File: config.mk
export PLATFORM = sky130hd
export DESIGN_NAME = arh_alarm_core
export DESIGN_NICKNAME = d
export VERILOG_FILES = /design/src/arh_pkg.sv /design/src/arh_edge.sv /design/src/arh_blink.sv /design/src/arh_alarm_core.sv
export SDC_FILE = /design/constraint.sdc
export NUM_CORES = 1
export LEC_CHECK = 0
export BUFFER_PORTS_ARGS = -buffer_cell sky130_fd_sc_hd__buf_4
export CORE_AREA = 3 3 163 204
export DETAILED_ROUTE_END_ITERATION = 8
export DIE_AREA = 0 0 166 207
export PLACE_DENSITY = 0.72
export SETUP_SLACK_MARGIN = 0.2
export SKIP_LAST_GASP = 1
export SYNTH_ARGS = -nofsm -noshare
export SYNTH_HDL_FRONTEND = slang
export SYNTH_SLANG_ARGS = --single-unit
File: constraint.sdc
create_clock -name clk -period 6 [get_ports clk]
set_clock_uncertainty 0.1 [all_clocks]
set_input_delay 1.2 -clock clk [delete_from_list [all_inputs] [get_ports clk]]
set_output_delay 1.2 -clock clk [all_outputs]
set_load 0.05 [all_outputs]
File: src/arh_pkg.sv
package arh_pkg;

  // ***************************************************
  // Sizes
  // ***************************************************
  localparam int NUM_AXES   = 4;
  localparam int NUM_CTRL   = 4;
  localparam int AX_KINDS   = 4;
  localparam int NUM_LATCH  = NUM_CTRL + NUM_AXES * AX_KINDS;
  localparam int NUM_SLOTS  = NUM_LATCH + NUM_AXES;
  localparam int HIST_DEPTH = 10;
  localparam int NUM_REQ    = 4;

  // ***************************************************
  // Timing
  // ***************************************************
  localparam int CLK_HZ       = 20_000_000;
  localparam int BLINK_ON_MS  = 200;
  localparam int BLINK_OFF_MS = 200;
  localparam int BLINK_GAP_MS = 1500;
  localparam int BLINK_ON_CYC  = BLINK_ON_MS * (CLK_HZ / 1000);
  localparam int BLINK_OFF_CYC = BLINK_OFF_MS * (CLK_HZ / 1000);
  localparam int BLINK_GAP_CYC = BLINK_GAP_MS * (CLK_HZ / 1000);

  // ***************************************************
  // Register offsets (byte addresses, low byte)
  // ***************************************************
  localparam logic [7:0] OFS_CTRLWORD = 8'h00;
  localparam logic [7:0] OFS_CMD2     = 8'h04;
  localparam logic [7:0] OFS_HCLR     = 8'h08;
  localparam logic [7:0] OFS_FERR_WIN = 8'h0c;
  localparam logic [7:0] OFS_STATUS   = 8'h10;
  localparam logic [7:0] OFS_IRQ_STAT = 8'h14;
  localparam logic [7:0] OFS_IRQ_MASK = 8'h18;
  localparam logic [7:0] OFS_PRESET   = 8'h1c;
  localparam logic [7:0] OFS_HIST0    = 8'h40;

  // ***************************************************
  // Field positions and reset values
  // ***************************************************
  localparam int CW_FAULT_RST_BIT = 7;
  localparam int CMD2_CLR_BIT     = 0;
  localparam int HCLR_BIT         = 0;
  localparam int ST_CODE_LSB      = 0;
  localparam int ST_BLINK_LSB     = 8;
  localparam int ST_ANY_BIT       = 12;
  localparam int ST_EXC_LSB       = 16;
  localparam int IRQ_NEW_BIT      = 0;
  localparam int IRQ_RESET_BIT    = 1;
  localparam int IRQ_HCLR_BIT     = 2;
  localparam int IRQ_W            = 3;
  localparam logic [31:0] FERR_WIN_RST = 32'h0000_1000;

  // ***************************************************
  // Alarm kinds: ctrl 0..3, axis 4..7, absolute 8
  // ***************************************************
  localparam logic [7:0] KIND_CODE [9] = '{8'h41, 8'h4c, 8'h82, 8'h84,
    8'h10, 8'h20, 8'h21, 8'h22, 8'h33};
  localparam logic [3:0] KIND_BLINK [9] = '{4'h9, 4'h7, 4'h7, 4'h7,
    4'h4, 4'h5, 4'h2, 4'h3, 4'h7};
  localparam logic KIND_PWR [9] = '{1'b1, 1'b1, 1'b0, 1'b1,
    1'b0, 1'b1, 1'b0, 1'b0, 1'b1};

  // Blink sequencer states, Gray along the loop
  typedef enum logic [1:0] {
    ARH_BL_IDLE = 2'b00,
    ARH_BL_ON   = 2'b01,
    ARH_BL_OFF  = 2'b11,
    ARH_BL_GAP  = 2'b10
  } arh_blink_st_t;

endpackage

File: src/arh_edge.sv
`timescale 1ns/100ps
`default_nettype none
module arh_edge import arh_pkg::*; #(
  parameter int W = 4
) (
  // Clock and control
  input  wire logic         clk,
  input  wire logic         rst,
  input  wire logic         ce,
  // Levels in, rising edges out
  input  wire logic [W-1:0] lvl,
  output var  logic [W-1:0] rise
);

  logic [W-1:0] prev_r;
  logic [W-1:0] rise_r;

  // Only a 0-to-1 step makes a pulse; steady levels do nothing
  always_ff @(posedge clk) begin
    if (rst) begin
      prev_r <= '0;
      rise_r <= '0;
    end else if (ce) begin
      prev_r <= lvl;
      rise_r <= lvl & ~prev_r;
    end
  end

  assign rise = rise_r;

endmodule
`default_nettype wire

File: src/arh_blink.sv
`timescale 1ns/100ps
`default_nettype none
module arh_blink import arh_pkg::*; #(
  parameter int ON_CYC  = BLINK_ON_CYC,
  parameter int OFF_CYC = BLINK_OFF_CYC,
  parameter int GAP_CYC = BLINK_GAP_CYC
) (
  // Clock and control
  input  wire logic       clk,
  input  wire logic       rst,
  input  wire logic       ce,
  // Blink count of the alarm shown, 0 for none
  input  wire logic [3:0] blinks,
  output var  logic       led
);

  arh_blink_st_t st_r;
  logic [31:0]   tmr_r;
  logic [3:0]    cnt_r;
  logic [3:0]    num_r;
  logic          led_r;

  // Count latched per sequence so a change to another nonzero count never cuts a burst short
  always_ff @(posedge clk) begin
    if (rst) begin
      st_r  <= ARH_BL_IDLE;
      tmr_r <= '0;
      cnt_r <= '0;
      num_r <= '0;
      led_r <= 1'b0;
    end else if (ce) begin
      unique case (st_r)
        ARH_BL_IDLE: begin
          led_r <= 1'b0;
          if (blinks != 4'h0) begin
            num_r <= blinks;
            cnt_r <= 4'h1;
            tmr_r <= 32'(ON_CYC - 1);
            led_r <= 1'b1;
            st_r  <= ARH_BL_ON;
          end
        end
        ARH_BL_ON: begin
          if (tmr_r == '0) begin
            led_r <= 1'b0;
            tmr_r <= 32'(OFF_CYC - 1);
            st_r  <= ARH_BL_OFF;
          end else begin
            tmr_r <= tmr_r - 32'h1;
          end
        end
        ARH_BL_OFF: begin
          if (tmr_r != '0) begin
            tmr_r <= tmr_r - 32'h1;
          end else if (cnt_r == num_r) begin
            tmr_r <= 32'(GAP_CYC - 1);
            st_r  <= ARH_BL_GAP;
          end else begin
            cnt_r <= cnt_r + 4'h1;
            led_r <= 1'b1;
            tmr_r <= 32'(ON_CYC - 1);
            st_r  <= ARH_BL_ON;
          end
        end
        ARH_BL_GAP: begin
          if (tmr_r == '0) begin
            st_r <= ARH_BL_IDLE;
          end else begin
            tmr_r <= tmr_r - 32'h1;
          end
        end
      endcase
      // Alarm gone: cut the burst so the lamp never outlives the alarm
      if (blinks == 4'h0) begin
        st_r  <= ARH_BL_IDLE;
        led_r <= 1'b0;
      end
    end
  end

  assign led = led_r;

endmodule
`default_nettype wire

File: src/arh_alarm_core.sv
`timescale 1ns/100ps
`default_nettype none
module arh_alarm_core import arh_pkg::*; #(
  parameter int ON_CYC  = BLINK_ON_CYC,
  parameter int OFF_CYC = BLINK_OFF_CYC,
  parameter int GAP_CYC = BLINK_GAP_CYC
) (
  // Clock, power-on reset, clock enable, storage init
  input  wire logic                  clk,
  input  wire logic                  rst,
  input  wire logic                  ce,
  input  wire logic                  nv_rst,
  // AHB-Lite slave
  input  wire logic                  hsel,
  input  wire logic [31:0]           haddr,
  input  wire logic [1:0]            htrans,
  input  wire logic                  hwrite,
  input  wire logic [2:0]            hsize,
  input  wire logic [31:0]           hwdata,
  input  wire logic                  hready,
  output var  logic [31:0]           hrdata,
  output var  logic                  hreadyout,
  output var  logic                  hresp,
  // Fault detectors
  input  wire logic [NUM_CTRL-1:0]   ctrl_fault,
  input  wire logic [NUM_AXES-1:0]   axis_short,
  input  wire logic [NUM_AXES-1:0]   axis_overtemp,
  input  wire logic [NUM_AXES-1:0]   axis_overvolt,
  input  wire logic [NUM_AXES-1:0]   axis_abs_err,
  input  wire logic [NUM_AXES-1:0]   axis_current_on,
  input  wire logic [NUM_AXES*32-1:0] axis_dev_mag,
  // Discrete reset input
  input  wire logic                  alarm_clear_input,
  // Alarm outputs
  output var  logic                  alarm_out_active_on,
  output var  logic                  alarm_out_active_off,
  output var  logic                  motor_stop,
  output var  logic [NUM_AXES-1:0]   axis_excite_off,
  output var  logic                  led_red,
  output var  logic                  irq
);

  // ***************************************************
  // Declarations
  // ***************************************************
  logic [15:0]           cw_r;
  logic [15:0]           cmd2_r;
  logic                  hclr_r;
  logic [31:0]           ferr_win_r;
  logic [IRQ_W-1:0]      stat_r;
  logic [IRQ_W-1:0]      mask_r;
  logic                  irq_r;
  logic [NUM_LATCH-1:0]  act_r;
  logic [NUM_AXES-1:0]   abs_r;
  logic [NUM_AXES-1:0]   preset_r;
  logic [7:0]            hist_r [HIST_DEPTH];
  logic [31:0]           hrdata_r;
  logic                  wr_pend_r;
  logic [7:0]            wr_ofs_r;
  logic                  on_r;
  logic                  off_r;
  logic                  stop_r;
  logic [NUM_AXES-1:0]   exc_off_r;

  logic [NUM_LATCH-1:0]  set_lat;
  logic [NUM_LATCH-1:0]  act_nxt;
  logic [NUM_SLOTS-1:0]  set_all;
  logic [NUM_SLOTS-1:0]  act_all;
  logic [NUM_SLOTS-1:0]  new_vec;
  logic [NUM_SLOTS-1:0]  pwr_vec;
  logic [7:0]            slot_code [NUM_SLOTS];
  logic [3:0]            slot_blink [NUM_SLOTS];
  logic [NUM_AXES-1:0]   dev_hit;
  logic [NUM_AXES-1:0]   axis_any;
  logic [NUM_REQ-1:0]    req_lvl;
  logic [NUM_REQ-1:0]    req_rise;
  logic                  rst_any;
  logic                  hist_wipe;
  logic                  new_any;
  logic [4:0]            new_idx;
  logic [4:0]            disp_idx;
  logic                  any_act;
  logic [3:0]            disp_blinks;
  logic [IRQ_W-1:0]      ev_vec;
  logic [IRQ_W-1:0]      w1c_vec;
  logic [IRQ_W-1:0]      stat_nxt;
  logic [31:0]           status_word;
  logic                  acc;
  logic [7:0]            rd_ofs;
  logic [7:0]            hist_off;
  logic [3:0]            hist_idx;
  logic                  hist_hit;
  logic [31:0]           rd_word;
  logic                  wr_now;
  logic                  wr_cw;
  logic                  wr_cmd2;
  logic                  wr_hclr;
  logic                  wr_ferr;
  logic                  wr_stat;
  logic                  wr_mask;
  logic                  wr_preset;

  // Lowest set index wins; ctrl slots first, then axis kinds by axis, absolute slots last
  function automatic logic [4:0] first_idx(input logic [NUM_SLOTS-1:0] v);
    logic [4:0] r;
    r = '0;
    for (int i = NUM_SLOTS - 1; i >= 0; i--) begin
      if (v[i]) begin
        r = 5'(i);
      end
    end
    return r;
  endfunction

  // ***************************************************
  // Alarm sources and tables
  // ***************************************************
  assign set_lat[NUM_CTRL-1:0] = ctrl_fault;

  // One generate per axis: four latched kinds and the detector hookup
  for (genvar a = 0; a < NUM_AXES; a++) begin : g_axis
    localparam int B = NUM_CTRL + a * AX_KINDS;
    assign dev_hit[a] = axis_current_on[a]
                        & (axis_dev_mag[a*32 +: 32] > ferr_win_r);
    assign set_lat[B]   = dev_hit[a];
    assign set_lat[B+1] = axis_short[a];
    assign set_lat[B+2] = axis_overtemp[a];
    assign set_lat[B+3] = axis_overvolt[a];
    assign axis_any[a]  = (|act_r[B +: AX_KINDS]) | abs_r[a];
  end

  // Kind of every slot picks its code, blink count and reset class
  for (genvar s = 0; s < NUM_SLOTS; s++) begin : g_slot
    localparam int K = (s < NUM_CTRL) ? s :
                       (s < NUM_LATCH) ? NUM_CTRL + (s - NUM_CTRL) % AX_KINDS :
                       NUM_CTRL + AX_KINDS;
    assign slot_code[s]  = KIND_CODE[K];
    assign slot_blink[s] = KIND_BLINK[K];
    assign pwr_vec[s]    = KIND_PWR[K];
  end

  assign set_all = {axis_abs_err, set_lat};
  assign act_all = {abs_r, act_r};
  assign new_vec = set_all & ~act_all;
  assign new_any = |new_vec;
  assign new_idx = first_idx(new_vec);
  assign any_act = |act_all;
  assign disp_idx = first_idx(act_all);
  assign disp_blinks = any_act ? slot_blink[disp_idx] : 4'h0;

  // ***************************************************
  // Reset requests
  // ***************************************************
  assign req_lvl = {hclr_r, alarm_clear_input, cmd2_r[CMD2_CLR_BIT],
                    cw_r[CW_FAULT_RST_BIT]};

  arh_edge #(
    .W (NUM_REQ)
  ) u_edge (
    .clk  (clk),
    .rst  (rst),
    .ce   (ce),
    .lvl  (req_lvl),
    .rise (req_rise)
  );

  assign rst_any   = |req_rise[2:0];
  assign hist_wipe = req_rise[3];

  // A new fault wins over a reset in the same cycle; power-cycle kinds stay
  assign act_nxt = set_lat
                 | (act_r & ~({NUM_LATCH{rst_any}} & ~pwr_vec[NUM_LATCH-1:0]));

  // Latched alarms; a power-on reset is the power cycle
  always_ff @(posedge clk) begin
    if (rst) begin
      act_r <= '0;
    end else if (ce) begin
      act_r <= act_nxt;
    end
  end

  // Absolute alarm survives power-on reset unless a preset was done
  always_ff @(posedge clk) begin
    if (nv_rst) begin
      abs_r    <= '0;
      preset_r <= '0;
    end else if (rst) begin
      abs_r    <= abs_r & ~preset_r;
      preset_r <= '0;
    end else if (ce) begin
      abs_r    <= abs_r | axis_abs_err;
      preset_r <= preset_r
                | (wr_preset ? hwdata[NUM_AXES-1:0] : '0);
    end
  end

  // ***************************************************
  // History, kept across power-on reset
  // ***************************************************
  // Wipe first, then a new alarm in the same cycle lands at entry 0
  for (genvar h = 0; h < HIST_DEPTH; h++) begin : g_hist
    always_ff @(posedge clk) begin
      if (nv_rst) begin
        hist_r[h] <= '0;
      end else if (ce && (hist_wipe || new_any)) begin
        if (h == 0) begin
          hist_r[h] <= new_any ? slot_code[new_idx] : 8'h00;
        end else begin
          hist_r[h] <= (hist_wipe || !new_any) ? 8'h00 : hist_r[(h == 0) ? 0 : h - 1];
        end
      end
    end
  end

  // ***************************************************
  // Outputs to the drive
  // ***************************************************
  // All registered so nothing glitches onto the pins
  always_ff @(posedge clk) begin
    if (rst) begin
      on_r      <= 1'b0;
      off_r     <= 1'b1;
      stop_r    <= 1'b0;
      exc_off_r <= '0;
    end else if (ce) begin
      on_r      <= any_act;
      off_r     <= ~any_act;
      stop_r    <= any_act;
      exc_off_r <= axis_any;
    end
  end

  arh_blink #(
    .ON_CYC  (ON_CYC),
    .OFF_CYC (OFF_CYC),
    .GAP_CYC (GAP_CYC)
  ) u_blink (
    .clk    (clk),
    .rst    (rst),
    .ce     (ce),
    .blinks (disp_blinks),
    .led    (led_red)
  );

  // ***************************************************
  // Bus decode
  // ***************************************************
  assign acc      = hsel & hready & htrans[1];
  assign rd_ofs   = haddr[7:0];
  assign hist_off = rd_ofs - OFS_HIST0;
  assign hist_idx = hist_off[5:2];
  assign hist_hit = (rd_ofs >= OFS_HIST0) && (hist_idx < 4'(HIST_DEPTH))
                    && (hist_off[1:0] == 2'b00);

  assign status_word = (32'(slot_code[disp_idx] & {8{any_act}}) << ST_CODE_LSB)
                     | (32'(disp_blinks) << ST_BLINK_LSB)
                     | (32'(any_act) << ST_ANY_BIT)
                     | (32'(axis_any) << ST_EXC_LSB);

  // Unmapped offsets read zero, except 0x80-0xA4 and 0xC0-0xE4 which alias the history; all answer OKAY
  assign rd_word = hist_hit                 ? 32'(hist_r[hist_idx]) :
                   (rd_ofs == OFS_CTRLWORD) ? 32'(cw_r) :
                   (rd_ofs == OFS_CMD2)     ? 32'(cmd2_r) :
                   (rd_ofs == OFS_HCLR)     ? 32'(hclr_r) :
                   (rd_ofs == OFS_FERR_WIN) ? ferr_win_r :
                   (rd_ofs == OFS_STATUS)   ? status_word :
                   (rd_ofs == OFS_IRQ_STAT) ? 32'(stat_r) :
                   (rd_ofs == OFS_IRQ_MASK) ? 32'(mask_r) :
                   (rd_ofs == OFS_PRESET)   ? 32'(preset_r) : 32'h0000_0000;

  assign wr_now    = wr_pend_r & ce;
  assign wr_cw     = wr_now && (wr_ofs_r == OFS_CTRLWORD);
  assign wr_cmd2   = wr_now && (wr_ofs_r == OFS_CMD2);
  assign wr_hclr   = wr_now && (wr_ofs_r == OFS_HCLR);
  assign wr_ferr   = wr_now && (wr_ofs_r == OFS_FERR_WIN);
  assign wr_stat   = wr_now && (wr_ofs_r == OFS_IRQ_STAT);
  assign wr_mask   = wr_now && (wr_ofs_r == OFS_IRQ_MASK);
  assign wr_preset = wr_now && (wr_ofs_r == OFS_PRESET);

  // ***************************************************
  // Bus phases
  // ***************************************************
  // Zero wait: read data is fetched in the address phase
  always_ff @(posedge clk) begin
    if (rst) begin
      hrdata_r  <= '0;
      wr_pend_r <= 1'b0;
      wr_ofs_r  <= '0;
    end else if (ce) begin
      wr_pend_r <= acc & hwrite;
      wr_ofs_r  <= rd_ofs;
      if (acc && !hwrite) begin
        hrdata_r <= rd_word;
      end
    end
  end

  // Software-written objects
  always_ff @(posedge clk) begin
    if (rst) begin
      cw_r       <= '0;
      cmd2_r     <= '0;
      hclr_r     <= 1'b0;
      ferr_win_r <= FERR_WIN_RST;
      mask_r     <= '0;
    end else begin
      if (wr_cw)   cw_r       <= hwdata[15:0];
      if (wr_cmd2) cmd2_r     <= hwdata[15:0];
      if (wr_hclr) hclr_r     <= hwdata[HCLR_BIT];
      if (wr_ferr) ferr_win_r <= hwdata;
      if (wr_mask) mask_r     <= hwdata[IRQ_W-1:0];
    end
  end

  // ***************************************************
  // Interrupts
  // ***************************************************
  assign ev_vec   = (IRQ_W'(new_any) << IRQ_NEW_BIT)
                  | (IRQ_W'(rst_any) << IRQ_RESET_BIT)
                  | (IRQ_W'(hist_wipe) << IRQ_HCLR_BIT);
  assign w1c_vec  = wr_stat ? hwdata[IRQ_W-1:0] : '0;
  assign stat_nxt = ev_vec | (stat_r & ~w1c_vec);                 // Set beats clear

  always_ff @(posedge clk) begin
    if (rst) begin
      stat_r <= '0;
      irq_r  <= 1'b0;
    end else if (ce) begin
      stat_r <= stat_nxt;
      irq_r  <= |(stat_nxt & mask_r);
    end
  end

  assign hrdata               = hrdata_r;
  assign hreadyout            = 1'b1;
  assign hresp                = 1'b0;
  assign alarm_out_active_on  = on_r;
  assign alarm_out_active_off = off_r;
  assign motor_stop           = stop_r;
  assign axis_excite_off      = exc_off_r;
  assign irq                  = irq_r;

endmodule
`default_nettype wire

Word level (Yosys, flattened, before mapping)
Memory sizes are Yosys's and may differ from the RTL's.
Index checks and enable logic that the tools add are counted.
Cells by class
  multiply operators: 0
  div/mod/pow operators: 0
  shift operators: 0
  multiplexer cells: 116
  reductions and logical operators: 41
  bitwise gates (word level): 46
  order comparisons: 8
  $add $sub $neg: 3
  equal/unequal tests: 26
Operators with widths (count)
  2-to-1 mux 32 bit: 9
  2-to-1 mux 5 bit: 48
  2-to-1 mux 8 bit: 24
  greater-than comparator 32 bit: 4
  one-hot mux 32 bit (4 select lines): 1
  equality test 8 x 5 -> 1 bit, second input constant: 7
  2-to-1 mux 4 bit: 12
  OR reduction 24 bit: 2
  equality test 8 x 4 -> 1 bit, second input constant: 4
  logical NOT 32 bit: 1
  nonzero test 32 bit: 1
  subtractor 32 x 1 -> 32 bit, second input constant: 1
  2-to-1 mux 25 bit: 1
  bitwise AND 24 bit: 1
  NOT 24 bit: 1
  bitwise AND 20 bit: 1
  2-to-1 mux 20 bit: 1
  NOT 20 bit: 1
  bitwise OR 13 x 20 -> 20 bit: 1
  bitwise OR 20 bit: 1
  equality test 8 x 3 -> 1 bit, second input constant: 2
  logical NOT 8 bit: 2
  OR reduction 4 bit: 4
  AND reduction 5 bit: 3
  other kinds (44): 107
Storage, ports and cells
  logic and storage cells: 267
  memories kept: 4
  bits in read-only memories: 640
  latch bits: 0
  input bits: 229
  register bits: 198
  memory bits (writable): 80
Memory list
  (name not given): words 32, bits a word 8, rd ports 1, clocked after memory_dff 0, write ports 0, line arh_alarm_core.sv:256  | assign status_word = (32'(slot_code[disp_idx] & {8{any_act}}) << ST_CODE_LSB)
  (name not given): words 32, bits a word 8, rd ports 1, clocked after memory_dff 0, write ports 0, line arh_alarm_core.sv:208  | hist_r[h] <= new_any ? slot_code[new_idx] : 8'h00;
  (name not given): words 32, bits a word 4, rd ports 1, clocked after memory_dff 0, write ports 0, line arh_alarm_core.sv:149  | assign disp_blinks = any_act ? slot_blink[disp_idx] : 4'h0;
  hist_r: words 10, bits a word 8, rd ports 10, clocked after memory_dff 0, write ports 10, line arh_alarm_core.sv:56  | logic [7:0] hist_r [HIST_DEPTH];

Longest topological paths before layout
Gate-level depths: netlist of the first run.
  depth in word-level cells: 38
  gate-level depth with buffers: 14
  mapped depth without buffers: 13

Cells and area by module
From an unflattened synthesis of the first run, not the netlist that was laid out.
Second synthesis, totals
  cell total of the unflattened synthesis: 1819
  area total of the unflattened synthesis: 16388.2 um^2
By module, submodules not included
  arh_alarm_core: area an instance 13487.9 um^2, instances 1, cells each 1465
  arh_blink: area an instance 2595.0 um^2, instances 1, cells each 324
  arh_edge: area an instance 305.3 um^2, instances 1, cells each 30

Worst setup path before layout of the first run
OpenSTA, ideal clock, no wires.
  kind: input to register
  from: input port axis_dev_mag[39]
  to: memory hist_r[0][0], enable pin
  arrival time: 4.861 ns
  data required time: 5.099 ns
  slack: 0.237 ns
  cell stages on the path: 11
  cells stage by stage: ha_1 a2111oi_0 o221ai_1 a311o_1 a32oi_1 nand4_1 nor4b_1 and2_1 nand2_1 o21ai_0 nand2b_1
RTL lines
  from (decl): line arh_alarm_core.sv:31  | input wire logic [NUM_AXES*32-1:0] axis_dev_mag,
  to (decl): line arh_alarm_core.sv:56

==> run metrics, run 1 <==
mapped cell area 15,700 um2; fill cell count around 2,900; fraction of registers with async set or reset after synthesis 0%; worst rel slew slack between 20 and 30%; sequential fraction of the synthesis area around two fifths; reg2reg end hist_r[6][4]$_SDFFCE_PP0P_; status finished clean; Root Driver clkbuf_16; final core occ between 50% and 60%; # setup viols final 0; PwrDens between 200 and 250 nW/um2; Synth cell types a little under 80; Iter 0 DRT Violations around 1,100; Worst-path clk slew approximately 0.06 ns; Worst Setup Start Kind input port; Hold Vio Cnt, Final 0; CTS tree yes; slowest stage delay, CP roughly 0.46 ns; hold crit path type reg -> reg; number of synthesized flops with an enable pin 80; Clock Tree Buf Depth 3; H-tree depth 1; die area 34,400 um2; antenna-violating nets left 0; DRC Markers 0; worst-path cell chain buf_4, ha_1, a2111oi_0, o221ai_1, a311o_1, a32oi_1, nand4_1, nor4b_1, buf_4, and2_1, nand2_1, o21ai_0, nand2b_4, buf_12; core area between 30,000 and 40,000 um2; initial core utilization around 49%; WL final ~50 mm; hold path depth 2; max cap viols 0; Total Power around 4.5 mW; num ports about 270; Clock Sinks between 200 and 300; post_cts resized 0; synthesized instance count about 1,800; Die Y around 210 um; row count 73; TritonCTS Buffers 28; Area contributors post-synth dfxtp_1 (25%), edfxtp_1 (15%), ha_1 (10%); post-synth top area share between 20% and 30%; routability cong. ~0.95; CP delay by family, top compound AO/OA/AOI/OAI gates; die width 166 um; R2R depth 16; post-layout minimum cycle time ~4.6 ns; Setup TNS 0 ns; leading area contributor after synthesis dfxtp_1; FMAX ~220 MHz; total grt overflow 0; Mean Syn Cell Area slightly below 9 um2; Worst path slowest cell a311o_1; post-synthesis net count around 2,100; Crit path top cell by count buf_4; prevailing post-synth register cell dfxtp_1; Detailed Place HPWL roughly 38 mm; VDD IR max between 0.2 and 0.25 mV; RR Startpoint ferr_win_r[27]$_SDFFE_PP0P_; CP max FO 34; Crit path required time about 6.2 ns; Worst Path Buf+Inv 3; Cell Count, Final, Fillers Out between 2,000 and 2,500; final count of pins violating max slew 0; Register Area 6370 um2; Hold Path End cw_r[6]$_SDFFE_PP0P_; CP arrival roughly 4.8 ns; Nets about 2,300; dpl cells 2,370; total track usage between 20% and 30%; crit path kind in -> reg; largest net degree at the start of global routing 109; footprint of the multi-input gates roughly 8700 um2; Hold Crit Start cw_r[6]$_SDFFE_PP0P_; CTS Hold Bufs 0; layout cell share with drive strength beyond 1 between 10% and 20%; Final Cycle Share between 70% and 80%; Buffers on Ports 241; Slew @ Worst Pin about 1.1 ns; Worst Hold Slack ~0.35 ns; crit path from axis_dev_mag[39]; Setup Fix Bufs, Post-CTS 0; vias per inst approximately 5.9; initial antenna violation count 2; unrepaired setup endpoints after global routing no; leakage power roughly 7.5 nW; via count 14,300; Routed wire per std cell about 21 um; YS warnings 0; post-synthesis register bit count approximately 280; clk_lat worst skew ~0.56 ns; first drt pass iteration count 6; R2R Setup Slk between 1.5 and 2 ns; CP endpoint kind register; global-route wire length before repair approximately 78 mm; Synth-to-Final Area Change 19.7%; vias in the first global route 13,900
-- per-layer routing --
metal,up-vias,routed length [um],track usage [%]
met4,2,2520,12.1
met1,6815,20200,33.7
met5,-,12,0
met2,551,25000,50.4
met3,130,2870,3.59
li1,6850,-,-
-- layout make-up --
type                            count  share of cell area [%]
Timing Repair Buffer              260                    10.6
Clock inverter                     13                   0.647
Clock buffer                       39                    4.34
Sequential cell                   278                    33.9
Tap cell                          412                    2.75
Multi-Input combinational cell   1345                    46.2
Inverter                           75                    1.50
Antenna cell                        1                  0.0133
-- where the power goes --
group          switching (mW)  leakage (nW)  internal (mW)
Clock                   0.761         0.466           1.03
Combinational           0.368          4.50          0.285
Sequential             0.0578          2.50           2.01
Total                    1.19          7.46           3.33
-- worst min-delay path: stages, from the launching register on --
cell and delay, ns:
dfxtp_1 0.31, nand2_1 0.05, a21oi_1 0.05
-- worst max path at each step --
stage / slack [ns] / depth (start not counted) / to
4_1_cts: 1.37 / 14 / hist_r[6][4]$_SDFFCE_PP0P_
3_3_place_gp: 0.84 / 14 / hist_r[6][4]$_SDFFCE_PP0P_
3_5_place_dp: 0.82 / 14 / hist_r[6][4]$_SDFFCE_PP0P_
6_report: 1.37 / 14 / hist_r[6][4]$_SDFFCE_PP0P_
2_1_floorplan: 0.24 / 11 / hist_r[0][0]$_SDFFCE_PN0P_
5_1_grt: 1.10 / 16 / hist_r[5][0]$_SDFFCE_PP0P_
-- synthesized netlist by cell type (all sizes together), types with 4 or more instances --
library cell / instances
a2111oi: 4
a211o: 4
a211oi: 34
a21boi: 6
a21o: 10
a21oi: 198
a22o: 11
a22oi: 21
a31oi: 15
and2: 76
and3: 7
buf: 20
clkbuf: 66
dfxtp: 198
edfxtp: 80
ha: 130
inv: 74
mux2: 4
mux2i: 38
mux4: 17
nand2: 230
nand2b: 19
nand3: 19
nand4: 33
nor2: 159
nor2b: 23
nor3: 63
nor4: 23
nor4b: 4
o211ai: 7
o21a: 8
o21ai: 85
o21bai: 5
o31ai: 12
o41ai: 4
or3: 12
or4: 6
xnor2: 13
xor2: 10
-- per-stage QoR --
| step | setup slack, ns | area (um2) |
|---|---|---|
| final | 1.37 | 18800 |
| after global routing | 1.10 | 18800 |
| after CTS | 1.37 | 18800 |
| after detailed placement | 0.819 | 17800 |
| after global placement | 0.835 | 17800 |
| after floorplan | 0.237 | 15700 |
-- sequential cells by signal (all words and copies together), names as in the netlist, 8 cells and up --
register       count
hrdata            32
ferr_win_r        32
cmd2_r            16
cw_r              16
wr_ofs_r           8
u_blink.tmr_r     32
act_r             20
hist_r            80
-- layout by cell type (no fill, tap or decap), types with 19 or more instances in the layout --
master,count
a211oi_1,34
a21oi_1,197
a22oi_1,21
and2_1,76
buf_4,257
clkbuf_16,30
dfxtp_1,198
edfxtp_1,80
ha_1,130
inv_1,74
mux2i_1,38
nand2_1,230
nand3_1,19
nand4_1,33
nor2_1,157
nor2b_1,23
nor3_1,61
nor4_1,21
o21ai_0,80
-- logic make-up after synthesis --
logic type                 synth area share (%)
xor gates and xnor gates                   1.29
other                                    0.0480
and+or+nand+nor                            20.9
DFF                                        40.6
AOI/OAI and AO/OA                          17.4
muxes                                      5.16
adders and majority gates                  10.4
buffers and inverters                      4.11
No activity file was read; power rests on OpenSTA's default activity.
==> inputs of run 2 (changes only) <==
- PLACE_DENSITY: 0.72 -> 0.69
- clock period: 6 -> 4.3 ns (I/O delays scaled with it)
==> run metrics, run 2 (same netlist as run 1, synthesis figures left out) <==
max FFs per register 80 (unchanged); final worst slack 0.464 ns (was 1.37 ns); CP endpoint kind register (unchanged); # setup viols final 0 (unchanged); R2R depth 15 (was 16); Hold Vio Cnt, Final 0 (unchanged); core area 31,700 um2 (unchanged); total track usage 27.5% (was 28.1%); via count 14,300 (about the same); row count 73 (unchanged); crit path kind reg -> reg (was in -> reg); first drt pass iteration count 5 (was 6); DRC Markers 0 (unchanged); Worst-path clk slew 0.06 ns (about the same); CP max FO 43 (was 34); Die Y 207 um (unchanged); antenna-violating nets left 0 (unchanged); largest net degree at the start of global routing 78 (was 109); Final Cycle Share about nine tenths; max cap viols 0 (unchanged); Crit path required time 4.48 ns (was 6.19 ns); Clock power frac 39.4% (was 39.8%); CP Capture Point hist_r[4][2]$_SDFFCE_PP0P_ (was hist_r[6][4]$_SDFFCE_PP0P_); num ports 272 (unchanged); H-tree depth 1 (unchanged); hold crit path type reg -> reg (unchanged); Reg power frac 45.9% (was 45.7%); Root Driver clkbuf_16 (unchanged); post-route cell area 18,900 um2 (was 18,800 um2); FMAX about 260 MHz; Post-DP Area 18,000 um2 (was 17,800 um2); RR Startpoint ferr_win_r[28]$_SDFFE_PP0P_ (was ferr_win_r[27]$_SDFFE_PP0P_); Nets 2,363 (was 2,347); die area 34,400 um2 (unchanged); reg2reg end hist_r[4][2]$_SDFFCE_PP0P_ (was hist_r[6][4]$_SDFFCE_PP0P_); CTS tree yes (unchanged); Biggest register hist_r (unchanged); global-route wire length before repair 76.6 mm (was 77.9 mm); routability cong. 0.950 (was 0.947); R2R Setup Slk 0.46 ns (was 1.56 ns); Clock Tree Buf Depth 3 (unchanged); Clock Sinks 278 (unchanged); P_sw 1.66 mW (was 1.19 mW); Internal 4.62 mW (was 3.33 mW); initial antenna violation count 3 (was 2); WL final 49.3 mm (was 50.6 mm); Setup WS pre-CTS -0.122 ns (was 0.819 ns); unrepaired setup endpoints after global routing no (unchanged); PwrDens 332 nW/um2 (was 241 nW/um2); commonest non-fill, non-tap cells in the layout buf_4 (271), nand2_1 (230), dfxtp_1 (198) (was buf_4 (257), nand2_1 (230), dfxtp_1 (198)); vias per inst 5.87 (was 5.92); Buffers on Ports 241 (unchanged); clk_lat worst skew 0.56 ns (about the same); total grt overflow 0 (unchanged); Synth-to-Final Area Change 20.7% (was 19.7%); die width 166 um (unchanged); crit path from ferr_win_r[28]$_SDFFE_PP0P_ (was axis_dev_mag[39]); initial core utilization 49.4% (unchanged); TritonCTS Buffers 29 (was 28); Iter 0 DRT Violations 1,138 (was 1,091); commonest non-fill, non-tap cell in the layout buf_4 (unchanged); final count of pins violating max slew 0 (unchanged); layout cell share with drive strength beyond 1 18.2% (was 17.4%); VDD IR max 0.280 mV (was 0.205 mV); status finished clean (unchanged); post-layout minimum cycle time roughly 3.8 ns; vias in the first global route 13,900 (about the same); leakage power 7.54 nW (was 7.46 nW); Detailed Place HPWL 37.4 mm (was 37.9 mm); CP arrival 4.02 ns (was 4.82 ns); worst rel slew slack 26.9% (was 27.1%); Logic pwr share 14.7% (was 14.5%); Worst Setup Start Kind register (was input port); switching share of power 26.4% (was 26.3%); Setup TNS 0 ns (unchanged); Slew @ Worst Pin 1.09 ns (about the same); Routed wire per std cell 20.2 um (was 20.9 um)
==> run 2: how the worst min path moves through the flow <==
stage	startpoint	slack, ns	depth (start not counted)	endpoint
CTS	cmd2_r[2]$_SDFFE_PP0P_	0.35	2	cmd2_r[2]$_SDFFE_PP0P_
global route	cmd2_r[8]$_SDFFE_PP0P_	0.37	2	cmd2_r[8]$_SDFFE_PP0P_
finish	cmd2_r[10]$_SDFFE_PP0P_	0.35	2	cmd2_r[10]$_SDFFE_PP0P_
detailed placement	cmd2_r[12]$_SDFFE_PP0P_	0.34	2	cmd2_r[12]$_SDFFE_PP0P_
floorplan	cmd2_r[11]$_SDFFE_PP0P_	0.33	2	cmd2_r[11]$_SDFFE_PP0P_
global placement	cw_r[1]$_SDFFE_PP0P_	0.34	2	cw_r[1]$_SDFFE_PP0P_
==> run 2: stage by stage <==
| stage | total power, mW | hold WS, ns | util [%] | instances |
|---|---|---|---|---|
| final | 6.28 | 0.349 | 59.6 | 2440 |
| after global routing | 6.52 | 0.371 | 59.6 | 2440 |
| after CTS | 6.31 | 0.352 | 59.6 | 2438 |
| after detailed placement | 3.85 | 0.344 | 56.6 | 2385 |
| after global placement | 3.83 | 0.336 | 56.6 | 2385 |
| after floorplan | 3.47 | 0.328 | - | 1784 |
==> run 2: repair_timing <==
item                                    in CTS  in global routing
hold buffers                                 0                  0
endpoints found under the setup margin       0                141
buffers inserted                             0                  0
gates resized for setup                      0                  3
==> run 2: power by group through the flow <==
stage | registers [mW] | logic (mW) | clock network [mW]
floorplan | 2.93 | 0.544 | 0
global placement | 2.94 | 0.895 | 0
detailed placement | 2.94 | 0.911 | 0
CTS | 2.88 | 0.917 | 2.51
global route | 2.90 | 1.01 | 2.61
finish | 2.88 | 0.924 | 2.47
==> run 2: metal layers <==
metal  track usage (%)  vias up  wire (um)
met5                 0        -         16
met4              12.1        2       2290
met3              4.58      115       3000
met2              46.9      530      23800
met1              34.3     6824      20100
li1                  -     6863          -
==> run 2: layout make-up <==
type	count	area, um2
sequential	278	6370
clock buffer	37	787
multi-input combinational	1345	8700
clock inverter	16	144
antenna	2	5.00
fill	2813	12800
inverter	75	282
timing repair buffer	275	2110
tap	412	515
==> run 2: worst max-delay path, cell delays in order, from the launching register on <==
cell      delay [ns]
dfxtp_1         0.35
inv_1           0.15
ha_1            0.34
nand4_1         0.18
nor4_1          0.39
buf_4           0.19
a21bo_2         0.16
nor2_1          0.04
o21ai_0         0.14
a21boi_1        0.32
nor4b_4         0.35
and2_1          0.21
nand2_1         0.09
o21ai_2         0.23
nand2b_4        0.10
buf_12          0.19
